`config.mk`:
```
export PLATFORM = sky130hd
export DESIGN_NAME = dsp_host_port
export DESIGN_NICKNAME = d
export VERILOG_FILES = /design/src/design/dsp_sync2.v /design/src/design/dsp_modem_chan.v /design/src/design/dsp_host_port.v
export VERILOG_INCLUDE_DIRS = /design/src /design/src/include
export SDC_FILE = /design/constraint.sdc
export NUM_CORES = 1
export LEC_CHECK = 0
export ABC_AREA = 1
export BUFFER_PORTS_ARGS = -buffer_cell sky130_fd_sc_hd__buf_2
export CAP_MARGIN = 30
export CORE_MARGIN = 10
export CORE_UTILIZATION = 61
export DETAILED_ROUTE_END_ITERATION = 8
export PLACE_DENSITY_LB_ADDON = 0.3
export SYNTH_ARGS = -nofsm -noshare
export SYNTH_HDL_FRONTEND = slang
export SYNTH_HIERARCHICAL = 1
export SYNTH_SLANG_ARGS = --single-unit
```
`constraint.sdc`:
```
create_clock -name clk -period 1.8 [get_ports clk]
set_input_delay 0.36 -clock clk [delete_from_list [all_inputs] [get_ports clk]]
set_output_delay 0.36 -clock clk [all_outputs]
set_load 0.005 [all_outputs]
```
`src/include/dsp_defs.vh`:
```
// register addresses, field positions and reset values of the host port
`ifndef DSP_DEFS_VH
`define DSP_DEFS_VH
// serial channel register addresses
`define DSP_ADDR_IER        3'h1
`define DSP_ADDR_IIR        3'h2
`define DSP_ADDR_MCR        3'h4
`define DSP_ADDR_MSR        3'h6
// printer port register addresses
`define DSP_ADDR_PSTAT      3'h1
`define DSP_ADDR_PCTRL      3'h2
// modem status field positions
`define DSP_MSR_DCTS        0
`define DSP_MSR_DDSR        1
`define DSP_MSR_DDCD        3
`define DSP_MSR_CTS         4
`define DSP_MSR_DSR         5
`define DSP_MSR_DCD         7
// modem control field positions
`define DSP_MCR_DTR         0
`define DSP_MCR_IRQ_EN      3
// interrupt enable field positions
`define DSP_IER_RDA         0
`define DSP_IER_THRE        1
`define DSP_IER_RLS         2
`define DSP_IER_MS          3
// printer control and status fields
`define DSP_PCTRL_INIT      2
`define DSP_PCTRL_IRQ_EN    4
`define DSP_PSTAT_PIRQ      2
`define DSP_PSTAT_ERR       3
// reset values
`define DSP_MCR_RST         8'h00
`define DSP_IER_RST         8'h00
`define DSP_PCTRL_RST       8'h04
`endif

```
`src/design/dsp_sync2.v`:
```
// two-flop synchroniser for one asynchronous level
module dsp_sync2 (
  input  wire clk,
  input  wire sys_rst,
  input  wire din,
  output reg  dout
);
  reg stage1;

  // first stage feeds only the second; both reset to the idle high
  // of a low-active line, so no false rising edge follows reset
  always @(posedge clk or posedge sys_rst) begin
    if (sys_rst) begin
      stage1 <= 1'b1;
      dout   <= 1'b1;
    end else begin
      stage1 <= din;
      dout   <= stage1;
    end
  end
endmodule

```
`src/design/dsp_modem_chan.v`:
```
// one serial channel: modem status, modem control, interrupt enable
`include "dsp_defs.vh"
module dsp_modem_chan (
  input  wire       clk,
  input  wire       sys_rst,
  input  wire       wr_pulse,
  input  wire       rd_pulse,
  input  wire [2:0] addr,
  input  wire [7:0] wdata,
  input  wire       cts_n,
  input  wire       dsr_n,
  input  wire       dcd_n,
  input  wire       rx_error,
  input  wire       rx_data_avail,
  input  wire       thr_empty,
  output reg  [7:0] rdata,
  output wire       dtr_n,
  output wire       irq,
  output wire       irq_oe
);
  reg  [7:0] modem_control_reg;
  reg  [7:0] ier;
  reg  [2:0] prev_lvl;
  reg  [2:0] delta;
  wire [2:0] lvl;
  wire [2:0] chg;
  wire [7:0] modem_status_reg;
  wire       ms_pending;
  wire       msr_rd;

  // pins are active low; the status shows the asserted sense
  assign lvl = {~dcd_n, ~dsr_n, ~cts_n};
  assign chg = lvl ^ prev_lvl;
  assign msr_rd = rd_pulse && (addr == `DSP_ADDR_MSR);

  // live levels and change flags; carrier never touches receive logic
  assign modem_status_reg = {lvl[2], 1'b0, lvl[1], lvl[0],
                             delta[2], 1'b0, delta[1], delta[0]};

  // change flags: a change in the read cycle survives the clear
  always @(posedge clk or posedge sys_rst) begin
    if (sys_rst) begin
      prev_lvl <= 3'h0;
      delta    <= 3'h0;
    end else begin
      prev_lvl <= lvl;
      if (msr_rd)
        delta <= chg;
      else
        delta <= delta | chg;
    end
  end

  // host writes to control and enable registers
  always @(posedge clk or posedge sys_rst) begin
    if (sys_rst) begin
      modem_control_reg <= `DSP_MCR_RST;
      ier               <= `DSP_IER_RST;
    end else if (wr_pulse) begin
      if (addr == `DSP_ADDR_MCR)
        modem_control_reg <= wdata;
      if (addr == `DSP_ADDR_IER)
        ier <= wdata;
    end
  end

  // read mux, bit 0 of the value on bus bit 0
  always @* begin
    case (addr)
      `DSP_ADDR_IER: rdata = ier;
      `DSP_ADDR_IIR: rdata = {7'h00, ~irq};
      `DSP_ADDR_MCR: rdata = modem_control_reg;
      `DSP_ADDR_MSR: rdata = modem_status_reg;
      default:       rdata = 8'h00;
    endcase
  end

  assign dtr_n = ~modem_control_reg[`DSP_MCR_DTR];
  assign ms_pending = |delta;
  // interrupt level clears itself once its source is serviced
  assign irq = (ier[`DSP_IER_RLS]  & rx_error) |
               (ier[`DSP_IER_RDA]  & rx_data_avail) |
               (ier[`DSP_IER_THRE] & thr_empty) |
               (ier[`DSP_IER_MS]   & ms_pending);
  assign irq_oe = modem_control_reg[`DSP_MCR_IRQ_EN];
endmodule

```
`src/design/dsp_host_port.v`:
```
// host front end: strobe decode, two modem channels, printer interrupt
// Function
// - channel status bit 4 shows the clear-to-send level.
// - status bit 0 flags clear-to-send change since last status read.
// - carrier level in bit 7, change in bit 3; no receiver effect.
// - data-set-ready level in bit 5, change flag in bit 1.
// - terminal-ready output low while control bit 0 set, high at reset.
// - data bus is driven only during a host read.
// - bus bit 0 carries each register's least significant bit.
// - mode input low: printer interrupt follows acknowledge directly.
// - mode high: interrupt latches on acknowledge rise, cleared by status read.
// - channel interrupt pin driven only while control bit 3 set.
// - channel interrupt high while any enabled source is active.
// - channel interrupt pins float after reset until enabled.
// - printer interrupt active high, driven only when control bit 4 set.
// - read strobe plus chip select and address puts register on bus.
// - write strobe loads bus data into the addressed register.
// - device drives open-drain initialize line low to start printer init.
// - reset clears modem control and its outputs, idling serial activity.
`include "dsp_defs.vh"
module dsp_host_port (
  input  wire       clk,
  input  wire       sys_rst,
  input  wire       host_read_strobe_n,
  input  wire       host_write_strobe_n,
  input  wire       select_serial_one_n,
  input  wire       select_serial_two_n,
  input  wire       select_printer_n,
  input  wire [2:0] addr,
  input  wire [7:0] host_data_bus_in,
  output reg  [7:0] host_data_bus_out,
  output wire       host_data_bus_oe,
  input  wire       cts1_n,
  input  wire       dsr1_n,
  input  wire       dcd1_n,
  input  wire       cts2_n,
  input  wire       dsr2_n,
  input  wire       dcd2_n,
  output wire       dtr1_n,
  output wire       dtr2_n,
  input  wire [1:0] rx_error,
  input  wire [1:0] rx_data_avail,
  input  wire [1:0] thr_empty,
  output wire       serial_irq_ch1,
  output wire       serial_irq_ch1_oe,
  output wire       serial_irq_ch2,
  output wire       serial_irq_ch2_oe,
  input  wire       printer_irq_mode_select,
  input  wire       printer_ack_n,
  input  wire       printer_err_n,
  input  wire       printer_init_in,
  output wire       printer_init_out,
  output wire       printer_init_oe,
  output wire       printer_irq_out,
  output wire       printer_irq_out_oe
);
  reg        rd_q;
  reg        wr_q;
  reg        ack_q;
  reg        pirq_latch;
  reg  [7:0] pctrl;
  reg  [7:0] next_bus;
  wire       rd_act;
  wire       wr_act;
  wire       rd_pulse;
  wire       wr_pulse;
  wire       wr1;
  wire       wr2;
  wire       rd1;
  wire       rd2;
  wire       ack_s;
  wire       ack_rise;
  wire       pstat_rd;
  wire [7:0] rdata1;
  wire [7:0] rdata2;
  wire [7:0] pstat;

  ////////////////////////////////////////////////////////////////////////
  // strobe edge detection; strobes treated as synchronous inputs
  assign rd_act = ~host_read_strobe_n;
  assign wr_act = ~host_write_strobe_n;

  always @(posedge clk or posedge sys_rst) begin
    if (sys_rst) begin
      rd_q <= 1'b0;
      wr_q <= 1'b0;
    end else begin
      rd_q <= rd_act;
      wr_q <= wr_act;
    end
  end

  // one action per strobe; a long strobe must not clear flags twice
  assign rd_pulse = rd_act & ~rd_q;
  // write takes data at the strobe's trailing edge, when bus is settled
  assign wr_pulse = ~wr_act & wr_q;

  assign wr1 = wr_pulse & ~select_serial_one_n;
  assign wr2 = wr_pulse & ~select_serial_two_n;
  assign rd1 = rd_pulse & ~select_serial_one_n;
  assign rd2 = rd_pulse & ~select_serial_two_n;

  ////////////////////////////////////////////////////////////////////////
  // serial channels
  dsp_modem_chan u_chan1 (
    .clk           (clk),
    .sys_rst       (sys_rst),
    .wr_pulse      (wr1),
    .rd_pulse      (rd1),
    .addr          (addr),
    .wdata         (host_data_bus_in),
    .cts_n         (cts1_n),
    .dsr_n         (dsr1_n),
    .dcd_n         (dcd1_n),
    .rx_error      (rx_error[0]),
    .rx_data_avail (rx_data_avail[0]),
    .thr_empty     (thr_empty[0]),
    .rdata         (rdata1),
    .dtr_n         (dtr1_n),
    .irq           (serial_irq_ch1),
    .irq_oe        (serial_irq_ch1_oe)
  );

  dsp_modem_chan u_chan2 (
    .clk           (clk),
    .sys_rst       (sys_rst),
    .wr_pulse      (wr2),
    .rd_pulse      (rd2),
    .addr          (addr),
    .wdata         (host_data_bus_in),
    .cts_n         (cts2_n),
    .dsr_n         (dsr2_n),
    .dcd_n         (dcd2_n),
    .rx_error      (rx_error[1]),
    .rx_data_avail (rx_data_avail[1]),
    .thr_empty     (thr_empty[1]),
    .rdata         (rdata2),
    .dtr_n         (dtr2_n),
    .irq           (serial_irq_ch2),
    .irq_oe        (serial_irq_ch2_oe)
  );

  ////////////////////////////////////////////////////////////////////////
  // printer port control register
  always @(posedge clk or posedge sys_rst) begin
    if (sys_rst)
      pctrl <= `DSP_PCTRL_RST;
    else if (wr_pulse && ~select_printer_n && addr == `DSP_ADDR_PCTRL)
      pctrl <= host_data_bus_in;
  end

  // acknowledge passes a synchroniser before any edge logic
  dsp_sync2 u_ack_sync (
    .clk     (clk),
    .sys_rst (sys_rst),
    .din     (printer_ack_n),
    .dout    (ack_s)
  );

  always @(posedge clk or posedge sys_rst) begin
    if (sys_rst)
      ack_q <= 1'b1; // idle level, matches the synchroniser reset
    else
      ack_q <= ack_s;
  end

  assign ack_rise = ack_s & ~ack_q;
  assign pstat_rd = rd_pulse && ~select_printer_n &&
                    addr == `DSP_ADDR_PSTAT;

  // latched interrupt; a rise coincident with the clearing read wins
  always @(posedge clk or posedge sys_rst) begin
    if (sys_rst)
      pirq_latch <= 1'b0;
    else if (ack_rise)
      pirq_latch <= 1'b1;
    else if (pstat_rd)
      pirq_latch <= 1'b0;
  end

  // status bit is the inverse of the latched interrupt
  assign pstat = {4'h0, printer_err_n, ~pirq_latch, 2'h0};

  // direct mode follows the synchronised acknowledge
  assign printer_irq_out = printer_irq_mode_select ? pirq_latch
                                                   : ack_s;
  assign printer_irq_out_oe = pctrl[`DSP_PCTRL_IRQ_EN];

  // open drain: only ever pull low; control bit clear asserts init
  assign printer_init_out = 1'b0;
  assign printer_init_oe  = ~pctrl[`DSP_PCTRL_INIT];

  ////////////////////////////////////////////////////////////////////////
  // read data path, registered so the bus value is glitch free
  always @* begin
    if (~select_serial_one_n)
      next_bus = rdata1;
    else if (~select_serial_two_n)
      next_bus = rdata2;
    else if (~select_printer_n) begin
      case (addr)
        `DSP_ADDR_PSTAT: next_bus = pstat;
        `DSP_ADDR_PCTRL: next_bus = {3'h0, pctrl[4:0]};
        3'h3:            next_bus = {7'h00, printer_init_in};
        default:         next_bus = 8'h00;
      endcase
    end else
      next_bus = 8'h00;
  end

  // data captured at the read strobe's first edge, before flags clear
  always @(posedge clk or posedge sys_rst) begin
    if (sys_rst)
      host_data_bus_out <= 8'h00;
    else if (rd_pulse)
      host_data_bus_out <= next_bus;
  end

  // driven only while a selected read is in progress
  assign host_data_bus_oe = rd_act & rd_q &
    ~(select_serial_one_n & select_serial_two_n & select_printer_n);
endmodule

```
## After elaboration in Yosys (flattened, before gate mapping)

Cells that the tools add are included.

| storage, ports and cells | value |
|---|---|
| word-level logic and storage cells | 94 |
| output and inout bits | 19 |
| bits in registers | 63 |
| input port bits | 34 |

| operators by class | value |
|---|---|
| bitwise logic cells | 49 |
| eq/ne operators | 5 |
| muxes and demuxes | 11 |
| reduce and logical (&&, ||, !) cells | 13 |

Operators by type and width:

| kind | number |
|---|---|
| one-hot mux 8 bit (4 select lines) | 2 |
| two-way mux 8 bit | 3 |
| NOT 1 bit | 20 |
| AND 1 bit | 19 |
| one-hot mux 5 bit (3 select lines) | 1 |
| AND reduction 2 bit | 4 |
| == test 3 x 2 -> 1 bit, second input constant | 2 |
| == test 3 bit, second input constant | 2 |
| logical AND 1 bit | 6 |
| two-way mux 3 bit | 2 |
| bitwise OR 1 bit | 6 |
| bitwise OR 3 bit | 2 |
| OR reduction 3 bit | 2 |
| XOR 3 bit | 2 |
| == test 3 x 1 -> 1 bit, second input constant | 1 |
| two-way mux 1 bit | 3 |
| nonzero test 2 bit | 1 |

## Longest topological paths before layout

| logic depth | value |
|---|---|
| word-level depth | 8 |
| depth in mapped cells | 10 |
| gate-level depth less buffers | 9 |

## Hierarchy

The synthesis kept the hierarchy.

By module, submodules not included:

| module | times used | seq. area each (µm²) | cells an instance | area an instance (µm²) |
|---|---|---|---|---|
| dsp_modem_chan | 2 | 550.5 | 142 | 1146.1 |
| dsp_host_port | 1 | 427.9 | 128 | 953.4 |
| dsp_sync2 | 1 | 52.6 | 3 | 56.3 |

## Worst setup path after synthesis

OpenSTA, ideal clock, no wires.

| timing | value |
|---|---|
| kind | input to register |
| start point | input addr[1] |
| end point | register host_data_bus_out[1] |
| slack | 0.551 ns |
| data arrival time | 1.171 ns |
| required time | 1.723 ns |
| stages | 10 |
| buffers on the path | 1 |
| setup time | 0.077 ns |
| cells stage by stage | buf_6 > nor2_4 > nand2_4 > inv_1 > nand2_1 > nand3_1 > nand3_1 > nand2_1 > nor2_1 > a21oi_1 |

| on the way | value |
|---|---|
| elaborated cells between the ends (all ways) | 11 |

RTL lines:

| item | line | source |
|---|---|---|
| from (decl) | dsp_host_port.v:29 | `input wire [2:0] addr,` |
| == test 3 bit (tied with other cells) | dsp_modem_chan.v:69 | `case (addr)` |
| one-hot mux 8 bit (4 select lines) (*) | dsp_modem_chan.v:69 |  |
| via rdata2[1] | dsp_host_port.v:75 | `wire [7:0] rdata2;` |
| two-way mux 8 bit (*) | dsp_host_port.v:198 | `else if (~select_serial_two_n)` |
| two-way mux 8 bit (*) | dsp_host_port.v:196 | `if (~select_serial_one_n)` |
| to (signal assigned) | dsp_host_port.v:216 | `host_data_bus_out <= next_bus;` |
| to (decl) | dsp_host_port.v:31 | `output reg [7:0] host_data_bus_out,` |

Mark *: on every way through the listed nets, which the timed path passes. The rest lies on a longest branch.
A chain may end at the register's enable or synchronous reset.

## Worst setup path in the final report

| timing | value |
|---|---|
| start point | register u_chan1.ier[1] |
| end point | output serial_irq_ch1 |

| on the way | value |
|---|---|
| cells in the longest elaborated chain, start to end | 3 |

Ends and longest elaborated chain:

| item | line | source |
|---|---|---|
| from (decl) | dsp_modem_chan.v:22 | `reg [7:0] ier;` |
| from (signal assigned) | dsp_modem_chan.v:58 | `` ier <= `DSP_IER_RST; `` |
| from (signal assigned) | dsp_modem_chan.v:63 | `ier <= wdata;` |
| AND 1 bit | dsp_modem_chan.v:83 | `` (ier[`DSP_IER_THRE] & thr_empty) \| `` |
| bitwise OR 1 bit (2 in a row) | dsp_modem_chan.v:81 | `` assign irq = (ier[`DSP_IER_RLS] & rx_error) \| `` |
| to (decl) | dsp_host_port.v:44 | `output wire serial_irq_ch1,` |

No other way between the ends.

==> impl_metrics.toml <==
[critical_path]
r2r_cells = 6
cpMostUsedCell = "nand2_1"
required_ns = 1.44
path_class = "flop to output pin"
path_cells = "nand2_1 > inv_1 > nor2_1 > nand2_1 > buf_2"
critical_path_arrival_ns = 1.22
slowest_delay_ns = 0.42
path_buf_inv = 2
worstPathMaxFanout = 3
cp_top_family = "flip-flops"
endpoint_kind = "output pin"
crit_cells = 5
cp-start-kind = "flop"
slowest_stage = "dfrtp_1"

[floorplan]
coreArea_um2 = 5170
initial_utilization_pct = 63.8
die_w_um = 93.6
dieArea_um2 = 8760
ios = 53
fp-row-count = 26
fp.dieH_um = 93.6

[sta]
relSlewSlack_pct = 57.8
timing.final.crit_share_pct = 87.9
worstMarginPinSlew_ns = 0.633
period_minus_slack_ns = 1.58
timing.fmax_mhz = 632
finalSetupTns_ns = 0
drv_slew = 0
rsz0062_at_grt = "false"
hold_ws_ns = 0.0652
setup_ws_ns = 0.218
fin_skew_ns = 0.00830
finalHoldViolCount = 0
setup_viol = 0

[detailed_routing]
first_pass_iters = 5
drc = 0
ant_nets = 0
routed-via-count = 2940
via_per_inst = 5.38
wire_per_inst_um = 15.7
routed_wl_mm = 8.58
drt_first_iter_violations = 211

[clocking]
cts_tree = "done"
post_cts_buffers = 0
htree_levels = 3
insertion_delay_ns = 0.34
path_clk_slew_ns = 0.07
numCtsBuffers = 9
cts_hold_buf = 0
clock-sinks = 63
cts_root_buf = "clkbuf_8"
cts.path.max_buffers = 2
ctsResizeCount = 0

[power]
leakage_nw = 2.00
p_per_area_nw_per_um2 = 944
ir_drop_mv = 0.758

[grt]
grt_max_degree = 23
antenna_found_initial = 0
grt_pass1_vias = 2903
grt_pass1_wl_mm = 14.2
gr-total-overflow = 0
grt_usage_pct = 20.4

[synth]
synth_xor_area_share_pct = 1.59
syn_avg_cell_area_um2 = 7.96
yosysWarnings = 6
syn_nets = 449
ys.flop_type = "dfrtp_1"
synth_enable_flop_cells = 0
synthMuxAreaShare_pct = 0
synth-compound-area-share_pct = 9.28
async_flop_share_pct = 100
synthCells = 415
synth-seq-cells = 63
syn-cell-area_um2 = 3300
synthSimpleGateAreaFrac_pct = 31.3
synth_top_family_by_area = "simple AND/OR/NAND/NOR gates"
synth_cell_types = 28
ys_seq_area_share_pct = 47.9
yosys.area_share.adder_pct = 0

[final_layout]
area_growth_pct = 14.6
antennaDiodeCount = 0
layout-drive-gt1-share_pct = 22.3
final_nets = 505

[run_status]
outcome = "finished clean"

[place]
port_buffers = 51
gp_congestion = 0.930
post-place-ws_ns = 0.101
hpwl_mm = 6.53

[min_path]
min_path_type = "input pin to async pin"

[job]
max_cap_viol_count = 0
==> synth_stat cells (2+ instances only) <==
cell / instances / area [um2]
nand2_1: 129 / 484
inv_2: 8 / 30.0
o22ai_1: 4 / 25.0
nand3_1: 35 / 175
buf_6: 6 / 67.6
nand3_4: 2 / 35.0
inv_1: 51 / 191
a21oi_2: 3 / 26.3
xor2_1: 6 / 52.6
nand2_4: 2 / 22.5
a21oi_1: 3 / 15.0
clkbuf_1: 2 / 7.51
o21ai_2: 4 / 35.0
nor2_1: 21 / 78.8
nand4_1: 15 / 93.8
dfrtp_1: 59 / 1480
o21ai_0: 29 / 145
dfstp_2: 4 / 105
buf_2: 3 / 15.0
o21ai_1: 12 / 60.1
nor2_4: 9 / 101
nor3_1: 2 / 10.0
==> per-layer routing <==
metal	part of all wire [%]	routed length, um	track usage, %	up-vias
met4	2.2	190	9.75	0
li1	-	-	-	1432
met1	45	3840	27.1	1366
met3	7.6	650	4.80	17
met5	0	0	0	-
met2	46	3910	30.7	125
==> per-stage QoR <==
step | utilization [%] | instance area [um2] | total power [W] | instances
after detailed placement | 69.4 | 3590 | 0.00238 | 530
after global routing | 73.1 | 3780 | 0.00375 | 546
after global placement | 69.4 | 3590 | 0.00236 | 530
after floorplan | - | 3300 | 0.00212 | 415
final | 73.1 | 3780 | 0.00357 | 546
after CTS | 73.1 | 3780 | 0.00359 | 546
==> power by group <==
part           internal (W)  total [W]  switching (W)
logic              0.000230   0.000622       0.000392
registers           0.00162    0.00174       0.000119
clock network      0.000671    0.00120       0.000532
==> final timing paths <==
kind	startpoint	end	slack (ns)
worst max register to register	wr_q$_DFF_PP0_	u_chan1/modem_control_reg[6]$_DFFE_PP0P_	0.38
worst min register to register	u_ack_sync/stage1$_DFF_PP1_	u_ack_sync/dout$_DFF_PP1_	0.36
worst max-delay path	u_chan1/ier[1]$_DFFE_PP0P_	serial_irq_ch1	0.22
max in group asynchronous	sys_rst	host_data_bus_out[5]$_DFFE_PP0N_	1.27
worst min-delay path	sys_rst	u_chan1/delta[0]$_DFF_PP0_	0.07
min in group clk	printer_ack_n	u_ack_sync/stage1$_DFF_PP1_	0.11
==> worst reg2reg max path, cell delays in order, from the launching register on <==
cell and delay, ns:
dfrtp_1 0.39, nand2_1 0.09, nor2_1 0.13, inv_1 0.22, nor2_4 0.33, nand2_1 0.09
o21ai_1 0.09
==> final cells by class <==
type,instances,area [um2]
repair buffers,57,300
clock inverters,4,45.0
multi-input cells,280,1400
fillers,418,1390
well taps,70,87.6
flip-flops and latches,63,1580
clock buffers,12,145
inverters,60,225
==> logic make-up after synthesis <==
logic type                after synthesis
AOI/OAI and AO/OA                      55
and+or+nand+nor                       218
buffers and inverters                  72
DFF                                    63
xor gates and xnor gates                6
other                                   1
==> placed cells by master (no fill, tap or decap), types with 3 or more instances in the layout <==
master,synthesis,layout
nor2_4,9,9
clkbuf_8,0,10
dfrtp_1,59,59
o21ai_1,12,12
nand3_1,35,35
a21oi_1,3,3
inv_1,51,51
dfstp_2,4,4
a21oi_2,3,3
buf_4,1,6
o21ai_2,4,4
nand4_1,15,15
nand2_1,129,129
o21ai_0,29,29
buf_2,3,51
clkinv_2,0,3
o22ai_1,4,4
inv_2,8,8
nor2_1,21,21
xor2_1,6,6
(Power assumes the default switching activity.)
